==> src/fdcsr_pkg.sv <==
// Register map, field layout, reset values and command codes of the fallback settings bank
package fdcsr_pkg;

   // Register port geometry
   localparam int         ADDR_W          = 6;
   localparam int         DATA_W          = 8;

   // Register offsets
   localparam logic [5:0] OFS_CUR2_LOW    = 6'h26;
   localparam logic [5:0] OFS_CUR2_HIGH   = 6'h27;
   localparam logic [5:0] OFS_PWM1_LOW    = 6'h28;
   localparam logic [5:0] OFS_PWM1_HIGH   = 6'h29;
   localparam logic [5:0] OFS_PWM2_LOW    = 6'h2A;
   localparam logic [5:0] OFS_PWM2_HIGH   = 6'h2B;
   localparam logic [5:0] OFS_TON1        = 6'h2C;
   localparam logic [5:0] OFS_TON2        = 6'h2D;
   localparam logic [5:0] OFS_RESET       = 6'h2E;

   // Field widths, all fields sit from bit 0 upward
   localparam int         CUR_LOW_W       = 2;
   localparam int         CUR_HIGH_W      = 8;
   localparam int         PWM_LOW_W       = 8;
   localparam int         PWM_HIGH_W      = 2;
   localparam int         TON_W           = 6;
   localparam int         CODE_W          = 10;

   // Reset values
   localparam logic [7:0] RST_CUR_LOW     = 8'h00;
   localparam logic [7:0] RST_CUR_HIGH    = 8'h00;
   localparam logic [7:0] RST_PWM_LOW     = 8'h00;
   localparam logic [7:0] RST_PWM_HIGH    = 8'h00;
   localparam logic [7:0] RST_TON         = 8'h07;
   localparam logic       RST_WDT_EN      = 1'b0;

   // Soft reset command codes
   localparam logic [7:0] CMD_RST_WDT_OFF = 8'hC3;
   localparam logic [7:0] CMD_RST_WDT_ON  = 8'hD4;

   // Value returned for reserved bits, unmapped and write-only addresses
   localparam logic [7:0] RD_ZERO         = 8'h00;

endpackage

==> src/fdcsr_field.sv <==
// One configuration field with write strobe and soft-reset restore
`timescale 1ns/10ps
module fdcsr_field #(
   parameter int         W   = 8,
   parameter logic [7:0] RST = 8'h00
) (
   // Clock and reset
   input  wire logic         clk,
   input  wire logic         rst_n,
   // Control
   input  wire logic         wr_en,
   input  wire logic         soft_rst,
   input  wire logic [W-1:0] wdata,
   // Stored value
   output logic      [W-1:0] q
);
   // Fields live in one byte lane
   if (W < 1 || W > 8) begin : g_bad_width
      $error("fdcsr_field width must be 1 to 8");
   end

   // Soft reset wins; the single register port cannot write both at once anyway
   always_ff @(posedge clk or negedge rst_n) begin
      if (!rst_n) begin
         q <= RST[W-1:0];
      end else if (soft_rst) begin
         q <= RST[W-1:0];
      end else if (wr_en) begin
         q <= wdata;
      end
   end
endmodule

==> src/fdcsr_rst_sync.sv <==
// Reset synchroniser: asynchronous assertion, release through two flip-flops
`timescale 1ns/10ps
module fdcsr_rst_sync (
   // Clock and raw reset
   input  wire logic clk,
   input  wire logic nrst,
   // Released copy
   output logic      rst_n_sync
);
   logic stage_q;

   // Only the second stage is read, so release never sees a half-settled level
   always_ff @(posedge clk or negedge nrst) begin
      if (!nrst) begin
         stage_q    <= 1'b0;
         rst_n_sync <= 1'b0;
      end else begin
         stage_q    <= 1'b1;
         rst_n_sync <= stage_q;
      end
   end
endmodule

==> src/fdcsr_top.sv <==
// Fallback dimming settings bank with soft reset command register
//
// How it works
// Channel 2 fallback current high byte is read/write, code bits 9 to 2.
// Channel 2 current low bits at 0x26 bits 1-0, high byte at 0x27.
// Channel 1 PWM width: low byte 0x28, top bits 0x29 bits 1-0, reset zero.
// Channel 2 PWM width: low byte 0x2A, top bits 0x2B bits 1-0, reset zero.
// PWM high registers bits 7-2 read zero and ignore writes.
// Channel 1 on-time is six bits, resets to 7 for 437 kHz.
// Channel 2 on-time is six bits, resets to 7, bits 7-6 read zero.
// Code 0xC3 restores all writable registers and turns the watchdog off.
// In stand-alone mode 0xC3 also sends both channel machines to load.
// Code 0xD4 restores all writable registers and turns the watchdog on.
// Stand-alone 0xD4 after timeout bits are cleared sends channel machines to detect.
// Reset command register is write-only and reads as zero.
// Soft reset leaves the power cycle flag untouched.
// Any other code written to the reset register does nothing.
`timescale 1ns/10ps
module fdcsr_top #(
   parameter int TMO_W = 2
) (
   // Clock and reset
   input  wire logic             sys_clk,
   input  wire logic             nrst,
   // Register port from the serial framer, same clock
   input  wire logic             reg_wr,
   input  wire logic             reg_rd,
   input  wire logic [5:0]       reg_addr,
   input  wire logic [7:0]       reg_wdata,
   output logic      [7:0]       reg_rdata,
   output logic                  reg_rvalid,
   // Device mode and status, same clock
   input  wire logic             stand_alone_mode,
   input  wire logic [TMO_W-1:0] comm_watchdog_timeout_bits,
   // Fallback settings
   output logic      [9:0]       fallback_current_ch2,
   output logic      [9:0]       fallback_pwm_width_ch1,
   output logic      [9:0]       fallback_pwm_width_ch2,
   output logic      [5:0]       fallback_on_time_ch1,
   output logic      [5:0]       fallback_on_time_ch2,
   // Watchdog and channel machine control
   output logic                  comm_wdt_enable,
   output logic                  sm_return_load,
   output logic                  sm_return_detect,
   output logic                  soft_reset_pulse
);

   // Elaboration checks
   if (TMO_W < 1 || TMO_W > 8) begin : g_bad_tmo
      $error("fdcsr_top timeout bit count must be 1 to 8");
   end

   logic                                  rst_n_sync;
   logic [fdcsr_pkg::CUR_LOW_W-1:0]       cur2_low_q;
   logic [fdcsr_pkg::CUR_HIGH_W-1:0]      cur2_high_q;
   logic [fdcsr_pkg::PWM_LOW_W-1:0]       pwm1_low_q;
   logic [fdcsr_pkg::PWM_HIGH_W-1:0]      pwm1_high_q;
   logic [fdcsr_pkg::PWM_LOW_W-1:0]       pwm2_low_q;
   logic [fdcsr_pkg::PWM_HIGH_W-1:0]      pwm2_high_q;
   logic [fdcsr_pkg::TON_W-1:0]           ton1_q;
   logic [fdcsr_pkg::TON_W-1:0]           ton2_q;
   logic                                  wr_cur2_low;
   logic                                  wr_cur2_high;
   logic                                  wr_pwm1_low;
   logic                                  wr_pwm1_high;
   logic                                  wr_pwm2_low;
   logic                                  wr_pwm2_high;
   logic                                  wr_ton1;
   logic                                  wr_ton2;
   logic                                  wr_reset;
   logic                                  cmd_wdt_off;
   logic                                  cmd_wdt_on;
   logic                                  soft_rst;
   logic                                  tmo_clear;
   logic [7:0]                            rd_mux;
   logic                                  wdt_en_q;
   logic                                  load_q;
   logic                                  detect_q;
   logic                                  srst_q;
   logic [7:0]                            rdata_q;
   logic                                  rvalid_q;

   // Reset release
   fdcsr_rst_sync u_rst_sync (
      .clk        (sys_clk),
      .nrst       (nrst),
      .rst_n_sync (rst_n_sync)
   );

   // Address decode of writes
   assign wr_cur2_low  = reg_wr && (reg_addr == fdcsr_pkg::OFS_CUR2_LOW);
   assign wr_cur2_high = reg_wr && (reg_addr == fdcsr_pkg::OFS_CUR2_HIGH);
   assign wr_pwm1_low  = reg_wr && (reg_addr == fdcsr_pkg::OFS_PWM1_LOW);
   assign wr_pwm1_high = reg_wr && (reg_addr == fdcsr_pkg::OFS_PWM1_HIGH);
   assign wr_pwm2_low  = reg_wr && (reg_addr == fdcsr_pkg::OFS_PWM2_LOW);
   assign wr_pwm2_high = reg_wr && (reg_addr == fdcsr_pkg::OFS_PWM2_HIGH);
   assign wr_ton1      = reg_wr && (reg_addr == fdcsr_pkg::OFS_TON1);
   assign wr_ton2      = reg_wr && (reg_addr == fdcsr_pkg::OFS_TON2);
   assign wr_reset     = reg_wr && (reg_addr == fdcsr_pkg::OFS_RESET);

   // Command decode; unknown codes match neither and fall through
   assign cmd_wdt_off = wr_reset && (reg_wdata == fdcsr_pkg::CMD_RST_WDT_OFF);
   assign cmd_wdt_on  = wr_reset && (reg_wdata == fdcsr_pkg::CMD_RST_WDT_ON);
   assign soft_rst    = cmd_wdt_off || cmd_wdt_on;
   assign tmo_clear   = ~|comm_watchdog_timeout_bits;

   // Channel 2 fallback current code
   fdcsr_field #(.W(fdcsr_pkg::CUR_LOW_W), .RST(fdcsr_pkg::RST_CUR_LOW)) u_cur2_low (
      .clk      (sys_clk),
      .rst_n    (rst_n_sync),
      .wr_en    (wr_cur2_low),
      .soft_rst (soft_rst),
      .wdata    (reg_wdata[fdcsr_pkg::CUR_LOW_W-1:0]),
      .q        (cur2_low_q)
   );
   fdcsr_field #(.W(fdcsr_pkg::CUR_HIGH_W), .RST(fdcsr_pkg::RST_CUR_HIGH)) u_cur2_high (
      .clk      (sys_clk),
      .rst_n    (rst_n_sync),
      .wr_en    (wr_cur2_high),
      .soft_rst (soft_rst),
      .wdata    (reg_wdata[fdcsr_pkg::CUR_HIGH_W-1:0]),
      .q        (cur2_high_q)
   );

   // Channel 1 fallback PWM width; high part keeps only bits 1-0
   fdcsr_field #(.W(fdcsr_pkg::PWM_LOW_W), .RST(fdcsr_pkg::RST_PWM_LOW)) u_pwm1_low (
      .clk      (sys_clk),
      .rst_n    (rst_n_sync),
      .wr_en    (wr_pwm1_low),
      .soft_rst (soft_rst),
      .wdata    (reg_wdata[fdcsr_pkg::PWM_LOW_W-1:0]),
      .q        (pwm1_low_q)
   );
   fdcsr_field #(.W(fdcsr_pkg::PWM_HIGH_W), .RST(fdcsr_pkg::RST_PWM_HIGH)) u_pwm1_high (
      .clk      (sys_clk),
      .rst_n    (rst_n_sync),
      .wr_en    (wr_pwm1_high),
      .soft_rst (soft_rst),
      .wdata    (reg_wdata[fdcsr_pkg::PWM_HIGH_W-1:0]),
      .q        (pwm1_high_q)
   );

   // Channel 2 fallback PWM width
   fdcsr_field #(.W(fdcsr_pkg::PWM_LOW_W), .RST(fdcsr_pkg::RST_PWM_LOW)) u_pwm2_low (
      .clk      (sys_clk),
      .rst_n    (rst_n_sync),
      .wr_en    (wr_pwm2_low),
      .soft_rst (soft_rst),
      .wdata    (reg_wdata[fdcsr_pkg::PWM_LOW_W-1:0]),
      .q        (pwm2_low_q)
   );
   fdcsr_field #(.W(fdcsr_pkg::PWM_HIGH_W), .RST(fdcsr_pkg::RST_PWM_HIGH)) u_pwm2_high (
      .clk      (sys_clk),
      .rst_n    (rst_n_sync),
      .wr_en    (wr_pwm2_high),
      .soft_rst (soft_rst),
      .wdata    (reg_wdata[fdcsr_pkg::PWM_HIGH_W-1:0]),
      .q        (pwm2_high_q)
   );

   // Fallback on-time of both channels, default gives 437 kHz
   fdcsr_field #(.W(fdcsr_pkg::TON_W), .RST(fdcsr_pkg::RST_TON)) u_ton1 (
      .clk      (sys_clk),
      .rst_n    (rst_n_sync),
      .wr_en    (wr_ton1),
      .soft_rst (soft_rst),
      .wdata    (reg_wdata[fdcsr_pkg::TON_W-1:0]),
      .q        (ton1_q)
   );
   fdcsr_field #(.W(fdcsr_pkg::TON_W), .RST(fdcsr_pkg::RST_TON)) u_ton2 (
      .clk      (sys_clk),
      .rst_n    (rst_n_sync),
      .wr_en    (wr_ton2),
      .soft_rst (soft_rst),
      .wdata    (reg_wdata[fdcsr_pkg::TON_W-1:0]),
      .q        (ton2_q)
   );

   // Watchdog enable follows the last valid command only
   always_ff @(posedge sys_clk or negedge rst_n_sync) begin
      if (!rst_n_sync) begin
         wdt_en_q <= fdcsr_pkg::RST_WDT_EN;
      end else if (cmd_wdt_off) begin
         wdt_en_q <= 1'b0;
      end else if (cmd_wdt_on) begin
         wdt_en_q <= 1'b1;
      end
   end

   // Channel machine requests; detect is raised only if the timeout bits are already clear, never later
   always_ff @(posedge sys_clk or negedge rst_n_sync) begin
      if (!rst_n_sync) begin
         load_q   <= 1'b0;
         detect_q <= 1'b0;
      end else begin
         load_q   <= cmd_wdt_off && stand_alone_mode;
         detect_q <= cmd_wdt_on && stand_alone_mode && tmo_clear;
      end
   end

   // Soft reset strobe to the rest of the device; status bits are not in its reach
   always_ff @(posedge sys_clk or negedge rst_n_sync) begin
      if (!rst_n_sync) begin
         srst_q <= 1'b0;
      end else begin
         srst_q <= soft_rst;
      end
   end

   // Read multiplexer; reserved bits and the command register read zero
   always_comb begin
      rd_mux = fdcsr_pkg::RD_ZERO;
      case (reg_addr)
         fdcsr_pkg::OFS_CUR2_LOW: begin
            rd_mux[fdcsr_pkg::CUR_LOW_W-1:0] = cur2_low_q;
         end
         fdcsr_pkg::OFS_CUR2_HIGH: begin
            rd_mux = cur2_high_q;
         end
         fdcsr_pkg::OFS_PWM1_LOW: begin
            rd_mux = pwm1_low_q;
         end
         fdcsr_pkg::OFS_PWM1_HIGH: begin
            rd_mux[fdcsr_pkg::PWM_HIGH_W-1:0] = pwm1_high_q;
         end
         fdcsr_pkg::OFS_PWM2_LOW: begin
            rd_mux = pwm2_low_q;
         end
         fdcsr_pkg::OFS_PWM2_HIGH: begin
            rd_mux[fdcsr_pkg::PWM_HIGH_W-1:0] = pwm2_high_q;
         end
         fdcsr_pkg::OFS_TON1: begin
            rd_mux[fdcsr_pkg::TON_W-1:0] = ton1_q;
         end
         fdcsr_pkg::OFS_TON2: begin
            rd_mux[fdcsr_pkg::TON_W-1:0] = ton2_q;
         end
         fdcsr_pkg::OFS_RESET: begin
            rd_mux = fdcsr_pkg::RD_ZERO;
         end
         default: begin
            rd_mux = fdcsr_pkg::RD_ZERO;
         end
      endcase
   end

   // Read data is captured so the framer sees a flop; it holds until the next read
   always_ff @(posedge sys_clk or negedge rst_n_sync) begin
      if (!rst_n_sync) begin
         rdata_q  <= fdcsr_pkg::RD_ZERO;
         rvalid_q <= 1'b0;
      end else begin
         rvalid_q <= reg_rd;
         if (reg_rd) begin
            rdata_q <= rd_mux;
         end
      end
   end

   // Outputs, all taken from flops
   assign fallback_current_ch2   = {cur2_high_q, cur2_low_q};
   assign fallback_pwm_width_ch1 = {pwm1_high_q, pwm1_low_q};
   assign fallback_pwm_width_ch2 = {pwm2_high_q, pwm2_low_q};
   assign fallback_on_time_ch1   = ton1_q;
   assign fallback_on_time_ch2   = ton2_q;
   assign comm_wdt_enable        = wdt_en_q;
   assign sm_return_load         = load_q;
   assign sm_return_detect       = detect_q;
   assign soft_reset_pulse       = srst_q;
   assign reg_rdata              = rdata_q;
   assign reg_rvalid             = rvalid_q;
endmodule

==> config.mk <==
export PLATFORM = sky130hd
export DESIGN_NAME = fdcsr_top
export DESIGN_NICKNAME = d
export VERILOG_FILES = /design/src/fdcsr_pkg.sv /design/src/fdcsr_field.sv /design/src/fdcsr_rst_sync.sv /design/src/fdcsr_top.sv
export SDC_FILE = /design/constraint.sdc
export NUM_CORES = 1
export LEC_CHECK = 0
export ABC_AREA = 1
export BUFFER_PORTS_ARGS = -buffer_cell sky130_fd_sc_hd__buf_2
export CAP_MARGIN = 40
export CORE_MARGIN = 2
export CORE_UTILIZATION = 51
export DETAILED_ROUTE_END_ITERATION = 10
export HOLD_SLACK_MARGIN = 0.15
export PLACE_DENSITY_LB_ADDON = 0.3
export SLEW_MARGIN = 20
export SYNTH_ARGS = -nofsm -noshare
export SYNTH_HDL_FRONTEND = slang
export SYNTH_SLANG_ARGS = --single-unit
==> constraint.sdc <==
create_clock -name sys_clk -period 2.29 [get_ports sys_clk]
set_input_delay 0.458 -clock sys_clk [delete_from_list [all_inputs] [get_ports sys_clk]]
set_output_delay 0.458 -clock sys_clk [all_outputs]
set_load 0.005 [all_outputs]
==> results of run 1 <==
## layout make-up
cell class                 count  area, µm²  share of cell area, %
tap                           72      90.09                  2.603
inverter                      18      67.56                  1.952
multi-input combinational    257       1249                  36.08
clock inverter                 5      55.05                  1.591
timing repair buffer          81      422.9                  12.22
sequential                    57       1435                  41.47
clock buffer                  11      141.4                  4.085
## power by group through the flow
stage	registers [µW]	logic, µW	clock network [µW]
after floorplan	1240	152	0
after global placement	1240	343	0
after detailed placement	1240	351	0
after CTS	1220	355	947
after global routing	1230	398	998
final	1220	350	942
## synth_stat cells (all sizes together)
library cell	n
buf	12
nand3	35
nor3	2
clkbuf	3
o21ai	37
inv	18
nor2	39
nand2	93
nand3b	1
dfrtp	51
dfstp	6
nor4	1
a21oi	4
nand4	44
conb	1
## kinds of logic after synthesis
kind of cell	share of synthesized area, %
and+or+nand+nor	36.54
DFF	50.40
AOI/OAI and AO/OA	7.212
buffers and inverters	5.717
other	0.1318
## registers in the layout (all words and copies together) (netlist names), 2 cells and up
signal         flops
u_pwm2_low.q       8
u_ton1.q           6
u_pwm1_low.q       8
u_cur2_high.q      8
u_cur2_low.q       2
u_pwm2_high.q      2
reg_rdata          8
u_pwm1_high.q      2
u_ton2.q           6
## metal layers
metal  global-route usage, %  vias to the layer above  part of all wire [%]
met3                   4.205                       17                   6.6
met4                   11.40                        0                   2.1
met5                       0                        -                     0
met2                   41.37                      115                    47
li1                        -                     1343                     -
met1                   36.98                     1338                    44
## critical path, delay by kind of cell
| family | cells | cell delay (ns) |
|---|---|---|
| and+or+nand+nor | 5 | 0.78 |
| buffers and inverters | 3 | 0.61 |
| AOI/OAI and AO/OA | 1 | 0.10 |
## metrics by stage
step	instances	util, %	setup slack, ns	power, µW	hold slack (ns)
after floorplan	347	-	0.5961	1392	0.1624
after global placement	484	59.83	0.2920	1578	0.2431
after detailed placement	484	59.83	0.2399	1586	0.2531
after CTS	501	63.63	0.5675	2521	0.2654
after global routing	501	63.63	0.3934	2629	0.2734
final	501	63.63	0.5429	2514	0.2657
## path summary, 6_finish.rpt
path | to | cells past startpoint | slack, ns
worst max-delay path | u_pwm1_low.q[1] | 9 | 0.54
worst min-delay path | sm_return_detect | 2 | 0.27
worst max register to register | reg_rdata[1] | 6 | 1.32
worst min register to register | u_rst_sync.rst_n_sync | 0 | 0.38
max in group asynchronous | reg_rdata[1] | 1 | 1.42
min in group asynchronous | u_pwm1_low.q[6] | 1 | 0.42
==> out/metrics.csv, run 1 <==
stage;metric;value;unit
run_status;outcome;finished clean;
floorplanning;Die Area;6192;µm²
clock_network;Setup Buffers After CTS;0;
detailed_routing;drt first pass iters;4;
clock_network;clk sink count;57;
pwr;Clock Power Share;37.4;%
clock_network;CTS max path bufs;2;
detailed_routing;Post-Route WL;7685;µm
setup_path;slowest CP cell;buf_4;
setup_path;CP arrival;1.95;ns
synthesis;cells after synthesis;347;
pwr;VDD IR max;0.4744;mV
run;max_cap viols;0;
setup_path;CP Launch Point;reg_addr[3];
finish;ant diodes;0;
grt;overall fraction of global-route tracks in use;26.51;%
grt;vias in the first global route;2605;
synthesis;Yosys top cell by area;dfrtp_1;
floorplanning;Initial Util;52.31;%
grt;first-pass GRT wire length;12590;µm
sta;Post-Route Skew;0.01252;ns
pwr;sequential power share;48.6;%
setup_path;Crit Path Class;primary input to flip-flop;
synthesis;Yosys cell types;23;
grt;GRT overflow;0;
finish;Nets;445;
synthesis;Syn Area/Cell;8.200;µm²
setup_path;worst reg2reg startpoint;u_cur2_high.q[1];
placed_design;PortBufs;75;
clock_network;CTS tree;built;
synthesis;#FFs+latches synth;57;
detailed_routing;Iteration-0 DRC Markers;192;
clock_network;Worst-Skew Late Latency;0.34;ns
finish;share of cells above drive strength 1;27.74;%
sta;fmax;572.4;MHz
finish;most common cell after layout, fill and taps aside;nand2_1;
synthesis;dominant cells by area after synthesis;dfrtp_1 (45%), nand2_1 (12%), nand4_1 (9.7%);
detailed_routing;routed len/inst;15.34;µm
grt;largest net degree at the start of global routing;56;
finish;commonest non-fill, non-tap cells in the layout;nand2_1 (90), buf_2 (75), dfrtp_1 (50);
floorplanning;num ports;76;
synthesis;Mapped Area;2845;µm²
floorplanning;core area;5439;µm²
floorplanning;row count;27;
clock_network;post-cts sizing count;0;
pwr;Cell Int Power;1816;µW
pwr;switching share of power;27.78;%
placed_design;DP Area;3254;µm²
finish;fill cell total of the finished layout;491;
finish;Layout area overhead;21.64;%
sta;period utilisation layout;76.29;%
setup_path;Worst EP required;2.49;ns
placed_design;Placer Congestion;0.9479;
clock_network;clk slew on worst S/H paths;0.07;ns
pwr;Pleak;0.001850;µW
sta;Slew @ Worst Pin;0.6796;ns
finish;Final Instance Area;3461;µm²
setup_path;CP Capture Type;flip-flop;
clock_network;CTS Buf Count;9;
floorplanning;Die H;78.69;µm
detailed_routing;Remaining DRCs;0;
detailed_routing;vias;2813;
sta;Fin. Hold Viols;0;
floorplanning;Die Span X;78.69;µm
synthesis;syn nets;368;
detailed_routing;Antenna Nets Post-Route;0;
sta;RSZ-0062 raised after global routing;false;
sta;Period minus WS final;1.747;ns
sta;Final setup violation count;0;
hold_path;Hold Path Class;primary input to flip-flop;
clock_network;hold-fix buffers at CTS;1;
pwr;Gate power share;13.9;%
hold_path;HP Start;comm_watchdog_timeout_bits[0];
synthesis;YS warnings;0;
setup_path;CP max FO;28;
clock_network;root buffer cell;clkbuf_8;
setup_path;cell mode on critical path;nand2_1;
placed_design;post-DP HPWL;5427;µm
pwr;Switch Pwr;698.4;µW
setup_path;CP cell instances;buf_2 -> nand2_1 -> inv_1 -> nand2_1 -> nor2_4 -> nand2_2 -> buf_4 -> nand4_1 -> o21ai_0;
grt;initial antenna violation count;0;
sta;Worst slew margin;54.69;%
detailed_routing;vias per inst;5.615;
synthesis;register area share after synthesis;50.40;%
setup_path;CP max stage delay;0.35;ns
sta;max-slew violation count;0;
setup_path;critical path launch point type;primary input;
sta;Setup TNS Final;0;ns
pwr;Pwr Density;726.5;nW/µm²
synthesis;Synth top area share;44.85;%
clock_network;CTS H-tree depth;3;
(Power assumes the default switching activity.)
==> run 2, diff against run 1 <==
==> constraint.sdc (replaced) <==
create_clock -name sys_clk -period 1.7 [get_ports sys_clk]
set_input_delay 0.34 -clock sys_clk [delete_from_list [all_inputs] [get_ports sys_clk]]
set_output_delay 0.34 -clock sys_clk [all_outputs]
set_load 0.005 [all_outputs]
==> out/metrics.csv, run 2 (synthesis gave the netlist of run 1 again) <==
stage;metric;value;unit
run_status;outcome;finished clean;
setup_path;family with the most delay on the worst path;simple AND/OR/NAND/NOR gates;
setup_path;cell mode on critical path;nand2_1;
placed_design;PortBufs;75;
clock_network;CTS max path bufs;2;
clock_network;clk slew on worst S/H paths;0.07;ns
detailed_routing;routed len/inst;15.79;µm
sta;Post-Route Skew;0.01020;ns
pwr;Pleak;0.001975;µW
floorplanning;row count;27;
finish;Layout area overhead;29.16;%
clock_network;CTS H-tree depth;3;
floorplanning;Die Span X;78.69;µm
grt;vias in the first global route;2688;
sta;period utilisation layout;81.50;%
setup_path;Crit path depth;8;
finish;ant diodes;0;
grt;GRT overflow;0;
sta;Setup TNS Final;0;ns
setup_path;cells on worst reg2reg path;4;
hold_path;Hold Path Class;primary input to flip-flop;
run;max_cap viols;0;
setup_path;Worst EP required;1.91;ns
setup_path;Crit Path Class;primary input to flip-flop;
setup_path;WP buf/inv;3;
placed_design;pre-CTS WS;-0.01830;ns
placed_design;post-DP HPWL;5886;µm
sta;Period minus WS final;1.385;ns
sta;Final setup violation count;0;
finish;Nets;463;
setup_path;CP arrival;1.60;ns
setup_path;critical path launch point type;primary input;
clock_network;post-cts sizing count;0;
setup_path;CP max FO;16;
detailed_routing;vias;2911;
setup_path;slowest CP cell;nand2_1;
sta;RSZ-0062 raised after global routing;false;
clock_network;root buffer cell;clkbuf_8;
pwr;VDD IR max;0.6454;mV
detailed_routing;Iteration-0 DRC Markers;209;
clock_network;CTS Buf Count;9;
sta;Fin. Hold Viols;0;
grt;largest net degree at the start of global routing;56;
finish;share of cells above drive strength 1;30.20;%
sta;Worst slew margin;64.39;%
clock_network;CTS tree;built;
setup_path;CP cell instances;buf_2 -> buf_4 -> inv_1 -> nand2_1 -> nor2_2 -> nand2_1 -> nand4_1 -> o21ai_1;
detailed_routing;Antenna Nets Post-Route;0;
placed_design;Placer Congestion;0.9838;
finish;commonest non-fill, non-tap cells in the layout;nand2_1 (90), buf_2 (75), dfrtp_1 (50);
hold_path;hold depth;2;
floorplanning;Die H;78.69;µm
sta;final setup margin;0.3146;ns
clock_network;Worst-Skew Late Latency;0.34;ns
floorplanning;core area;5439;µm²
detailed_routing;Post-Route WL;8193;µm
sta;max-slew violation count;0;
grt;first-pass GRT wire length;13080;µm
detailed_routing;vias per inst;5.609;
floorplanning;Die Area;6192;µm²
setup_path;CP max stage delay;0.34;ns
detailed_routing;drt first pass iters;5;
grt;initial antenna violation count;0;
floorplanning;num ports;76;
setup_path;CP Capture Type;flip-flop;
grt;overall fraction of global-route tracks in use;27.74;%
finish;most common cell after layout, fill and taps aside;nand2_1;
detailed_routing;Remaining DRCs;0;
clock_network;clk sink count;57;
sta;Slew @ Worst Pin;0.5329;ns
pwr;Pwr Density;1006;nW/µm²
floorplanning;Initial Util;52.31;%
sta;fmax;721.8;MHz
-- run 2: per-layer routing --
| metal | up-vias | GRT usage (%) | part of all wire [%] |
|---|---|---|---|
| li1 | 1381 | - | - |
| met1 | 1393 | 36.61 | 42 |
| met2 | 119 | 44.53 | 49 |
| met3 | 18 | 5.455 | 6.8 |
| met4 | 0 | 12.28 | 2.4 |
| met5 | - | 0 | 0 |
-- run 2: cell type report --
type / instances / area [µm²]
Sequential cell: 57 / 1435
Multi-Input combinational cell: 257 / 1249
Clock inverter: 5 / 103.9
Timing Repair Buffer: 99 / 598.1
Fill cell: 462 / 1764
Clock buffer: 11 / 131.4
Tap cell: 72 / 90.09
Inverter: 18 / 67.56
-- run 2: through the flow --
stage	instances	util (%)	total power (µW)	cell area (µm²)	hold slack, ns
6_report	519	67.56	3697	3675	0.1549
2_1_floorplan	347	-	1875	2845	0.04441
4_1_cts	519	67.56	3700	3675	0.1537
5_1_grt	519	67.56	3849	3675	0.1703
3_5_place_dp	501	62.87	2166	3420	0.1257
3_3_place_gp	501	62.87	2151	3420	0.1253
-- run 2: final timing paths --
check	to	startpoint	slack, ns
min in group asynchronous	u_pwm2_low.q[0]	u_rst_sync.rst_n_sync	0.26
worst min register to register	u_pwm2_low.q[0]	u_rst_sync.rst_n_sync	0.26
max in group asynchronous	u_ton2.q[0]	u_rst_sync.rst_n_sync	1.13
worst max-delay path	u_pwm2_low.q[3]	reg_addr[0]	0.31
worst min-delay path	sm_return_detect	comm_watchdog_timeout_bits[0]	0.15
worst max register to register	reg_rdata[2]	u_pwm2_low.q[2]	0.72
-- run 2: repair_timing --
action	in CTS	in global routing
hold buffers	2	0
endpoints found under the hold margin	3	0
buffers inserted	0	0
-- run 2: report_power, final --
| group | internal [µW] | total (µW) | switching [µW] |
|---|---|---|---|
| Clock | 975 | 1550 | 571 |
| Sequential | 1520 | 1650 | 134 |
| Combinational | 235 | 498 | 263 |
-- run 2: worst reg2reg max path, stage by stage (launching register included) --
cell	delay (ns)
dfrtp_1	0.43
nand2_1	0.09
a21oi_1	0.06
o21ai_0	0.19
nand2_1	0.08
==> run 3, diff against run 2 <==
--- a/config.mk
+++ b/config.mk
@@ -5,7 +5,7 @@
 export SDC_FILE = /design/constraint.sdc
 export NUM_CORES = 1
 export LEC_CHECK = 0
-export ABC_AREA = 1
+export ABC_AREA = 0
 export BUFFER_PORTS_ARGS = -buffer_cell sky130_fd_sc_hd__buf_2
 export CAP_MARGIN = 40
 export CORE_MARGIN = 2
==> constraint.sdc (replaced) <==
create_clock -name sys_clk -period 1.3 [get_ports sys_clk]
set_input_delay 0.26 -clock sys_clk [delete_from_list [all_inputs] [get_ports sys_clk]]
set_output_delay 0.26 -clock sys_clk [all_outputs]
set_load 0.005 [all_outputs]
==> out/metrics.csv, run 3 <==
stage;metric;value;unit
finish;ant diodes;0;
hold_path;Hold Path Class;primary input to flip-flop;
floorplanning;Initial Util;51.97;%
floorplanning;row count;27;
sta;Setup TNS Final;-2.742;ns
clock_network;Worst-Skew Late Latency;0.35;ns
pwr;Pleak;0.002086;µW
synthesis;Yosys top cell by area;dfrtp_1;
synthesis;Syn Area/Cell;10.93;µm²
detailed_routing;Post-Route WL;8003;µm
setup_path;CP max FO;26;
sta;fmax;712.6;MHz
hold_path;hold depth;3;
synthesis;syn nets;278;
setup_path;Worst EP required;1.53;ns
grt;initial antenna violation count;0;
detailed_routing;Antenna Nets Post-Route;0;
clock_network;CTS H-tree depth;3;
clock_network;CTS tree;built;
setup_path;critical path launch point type;primary input;
setup_path;slowest CP cell;or4b_4;
finish;most common cell after layout, fill and taps aside;buf_2;
sta;Post-Route Skew;0.007748;ns
setup_path;worst r2r dst;reg_rdata[1];
synthesis;Mapped Area;2809;µm²
grt;largest net degree at the start of global routing;56;
detailed_routing;routed len/inst;17.06;µm
setup_path;worst reg2reg startpoint;u_pwm2_high.q[1];
placed_design;Placer Congestion;0.8350;
setup_path;CP arrival;1.64;ns
placed_design;post-DP HPWL;5501;µm
sta;Period minus WS final;1.403;ns
run;max_cap viols;0;
pwr;VDD IR max;0.9167;mV
floorplanning;Die H;78.22;µm
finish;share of cells above drive strength 1;47.61;%
detailed_routing;Iteration-0 DRC Markers;179;
clock_network;CTS Buf Count;9;
detailed_routing;drt first pass iters;4;
sta;RSZ-0062 raised after global routing;true;
setup_path;cells on worst reg2reg path;4;
sta;final setup margin;-0.1034;ns
finish;Nets;413;
floorplanning;core area;5405;µm²
floorplanning;Die Span X;78.22;µm
clock_network;CTS max path bufs;2;
grt;GRT overflow;0;
run_status;outcome;finished with violations;
setup_path;CP cell instances;buf_6 -> or4b_4 -> nor4_4 -> a21boi_4 -> buf_12 -> o22ai_1;
synthesis;cells after synthesis;257;
synthesis;dominant cells by area after synthesis;dfrtp_1 (45%), mux2i_1 (12%), dfstp_2 (5.6%);
finish;Layout area overhead;43.30;%
clock_network;clk slew on worst S/H paths;0.06;ns
hold_path;Endpoint, Worst Hold;sm_return_detect;
setup_path;CP Capture Type;flip-flop;
setup_path;CP max stage delay;0.54;ns
synthesis;register area share after synthesis;51.05;%
sta;Fin. Hold Viols;0;
synthesis;Synth top area share;45.43;%
grt;overall fraction of global-route tracks in use;28.21;%
detailed_routing;vias per inst;5.435;
finish;commonest non-fill, non-tap cells in the layout;buf_2 (73), buf_4 (57), dfrtp_1 (50);
synthesis;YS warnings;0;
detailed_routing;Remaining DRCs;0;
placed_design;PortBufs;75;
clock_network;root buffer cell;clkbuf_8;
synthesis;Post-synth EDFFs;0;
hold_path;HP Start;stand_alone_mode;
pwr;Pwr Density;1189;nW/µm²
synthesis;Yosys cell types;47;
pwr;total chip power;4786;µW
setup_path;Crit Path Class;primary input to flip-flop;
floorplanning;num ports;76;
synthesis;#FFs+latches synth;57;
sta;Final setup violation count;44;
synthesis;Synth Flop Type;dfrtp_1;
clock_network;clk sink count;57;
floorplanning;Die Area;6118;µm²
detailed_routing;vias;2549;
sta;period utilisation layout;108.0;%
setup_path;reg2reg setup slack;-0.04;ns
sta;max-slew violation count;0;
grt;first-pass GRT wire length;12960;µm
synthesis;Commonest cells post-synth;dfrtp_1 (51), nor2_1 (35), mux2i_1 (33), nand2_1 (18), nor2b_1 (9);
synthesis;Async S/R FF share, synth;100.0;%
synthesis;most numerous cell in the Yosys netlist;dfrtp_1;
run_status;failing checks;setup timing;
grt;vias in the first global route;2561;
run 3: cell types whose count changed in the layout (fill, tap and decap cells not counted), moves of 10 or more:
cell     before  now
nand4_1      44    1
buf_4        19   57
mux2i_1       0   33
o21ai_0      17    2
nand2_1      90   17
o21ai_1      20    6
inv_1        16    6
nand3_1      32    5
run 3: critical path, delay by kind of cell:
kind / cells / cell delay (ns)
and+or+nand+nor: 2 / 0.71
buffers and inverters: 2 / 0.29
AOI/OAI and AO/OA: 2 / 0.37
run 3: stage by stage:
stage | cells | setup WS, ns | instance area [µm²] | utilization [%] | hold WS [ns]
after floorplan | 257 | -0.3586 | 2873 | - | -0.03559
after global placement | 447 | -0.4639 | 3690 | 68.26 | 0.04437
after detailed placement | 447 | -0.5016 | 3690 | 68.26 | 0.04620
after CTS | 466 | -0.1055 | 3965 | 73.36 | 0.1661
after global routing | 469 | -0.1837 | 4025 | 74.47 | 0.1832
final | 469 | -0.1034 | 4025 | 74.47 | 0.1805
run 3: worst max-delay path by stage:
stage	startpoint	end	slack (ns)	cells past startpoint
2_1_floorplan	reg_wdata[3]	u_pwm1_low.q[3]	-0.36	5
3_3_place_gp	reg_wdata[3]	u_pwm2_low.q[5]	-0.46	6
3_5_place_dp	reg_wdata[3]	u_ton1.q[5]	-0.50	6
4_1_cts	reg_wdata[3]	u_pwm1_low.q[5]	-0.11	6
5_1_grt	reg_wdata[3]	u_pwm1_low.q[5]	-0.18	6
6_report	reg_wdata[3]	u_pwm1_low.q[5]	-0.10	6
run 3: area by class of cell:
| type | instances | area, µm² |
|---|---|---|
| repair buffers | 139 | 917.1 |
| flip-flops and latches | 57 | 1435 |
| inverters | 6 | 22.52 |
| clock buffers | 14 | 172.7 |
| clock inverters | 2 | 35.03 |
| well taps | 72 | 90.09 |
| multi-input cells | 179 | 1353 |
| fillers | 393 | 1380 |
run 3: cell families after synthesis:
group | synth area share, %
flops | 51.05
other cells | 0.1335
mux | 15.37
simple gates | 18.66
compound gates | 10.20
xor+xnor | 0.3119
buf+inv | 4.276
run 3: per-layer routing:
layer	GRT usage [%]	vias up	wire length [µm]
met5	0	-	0
met4	14.74	0	240
met3	7.701	24	507
met2	42.67	89	3831
met1	37.21	1239	3424
li1	-	1197	-
run 3: what timing repair did:
action	in CTS	in global routing
hold buffers	3	0
cloned	0	1
setup endpoints to repair	45	49
resized for setup	11	9
setup buffers	0	3
hold endpoints to repair	3	0
pin swaps	2	1
run 3: report_power, final:
part / total (µW) / switching [µW] / internal [µW]
Sequential: 2120 / 139 / 1980
Combinational: 918 / 431 / 487
Clock: 1750 / 706 / 1040
Total: 4790 / 1280 / 3510
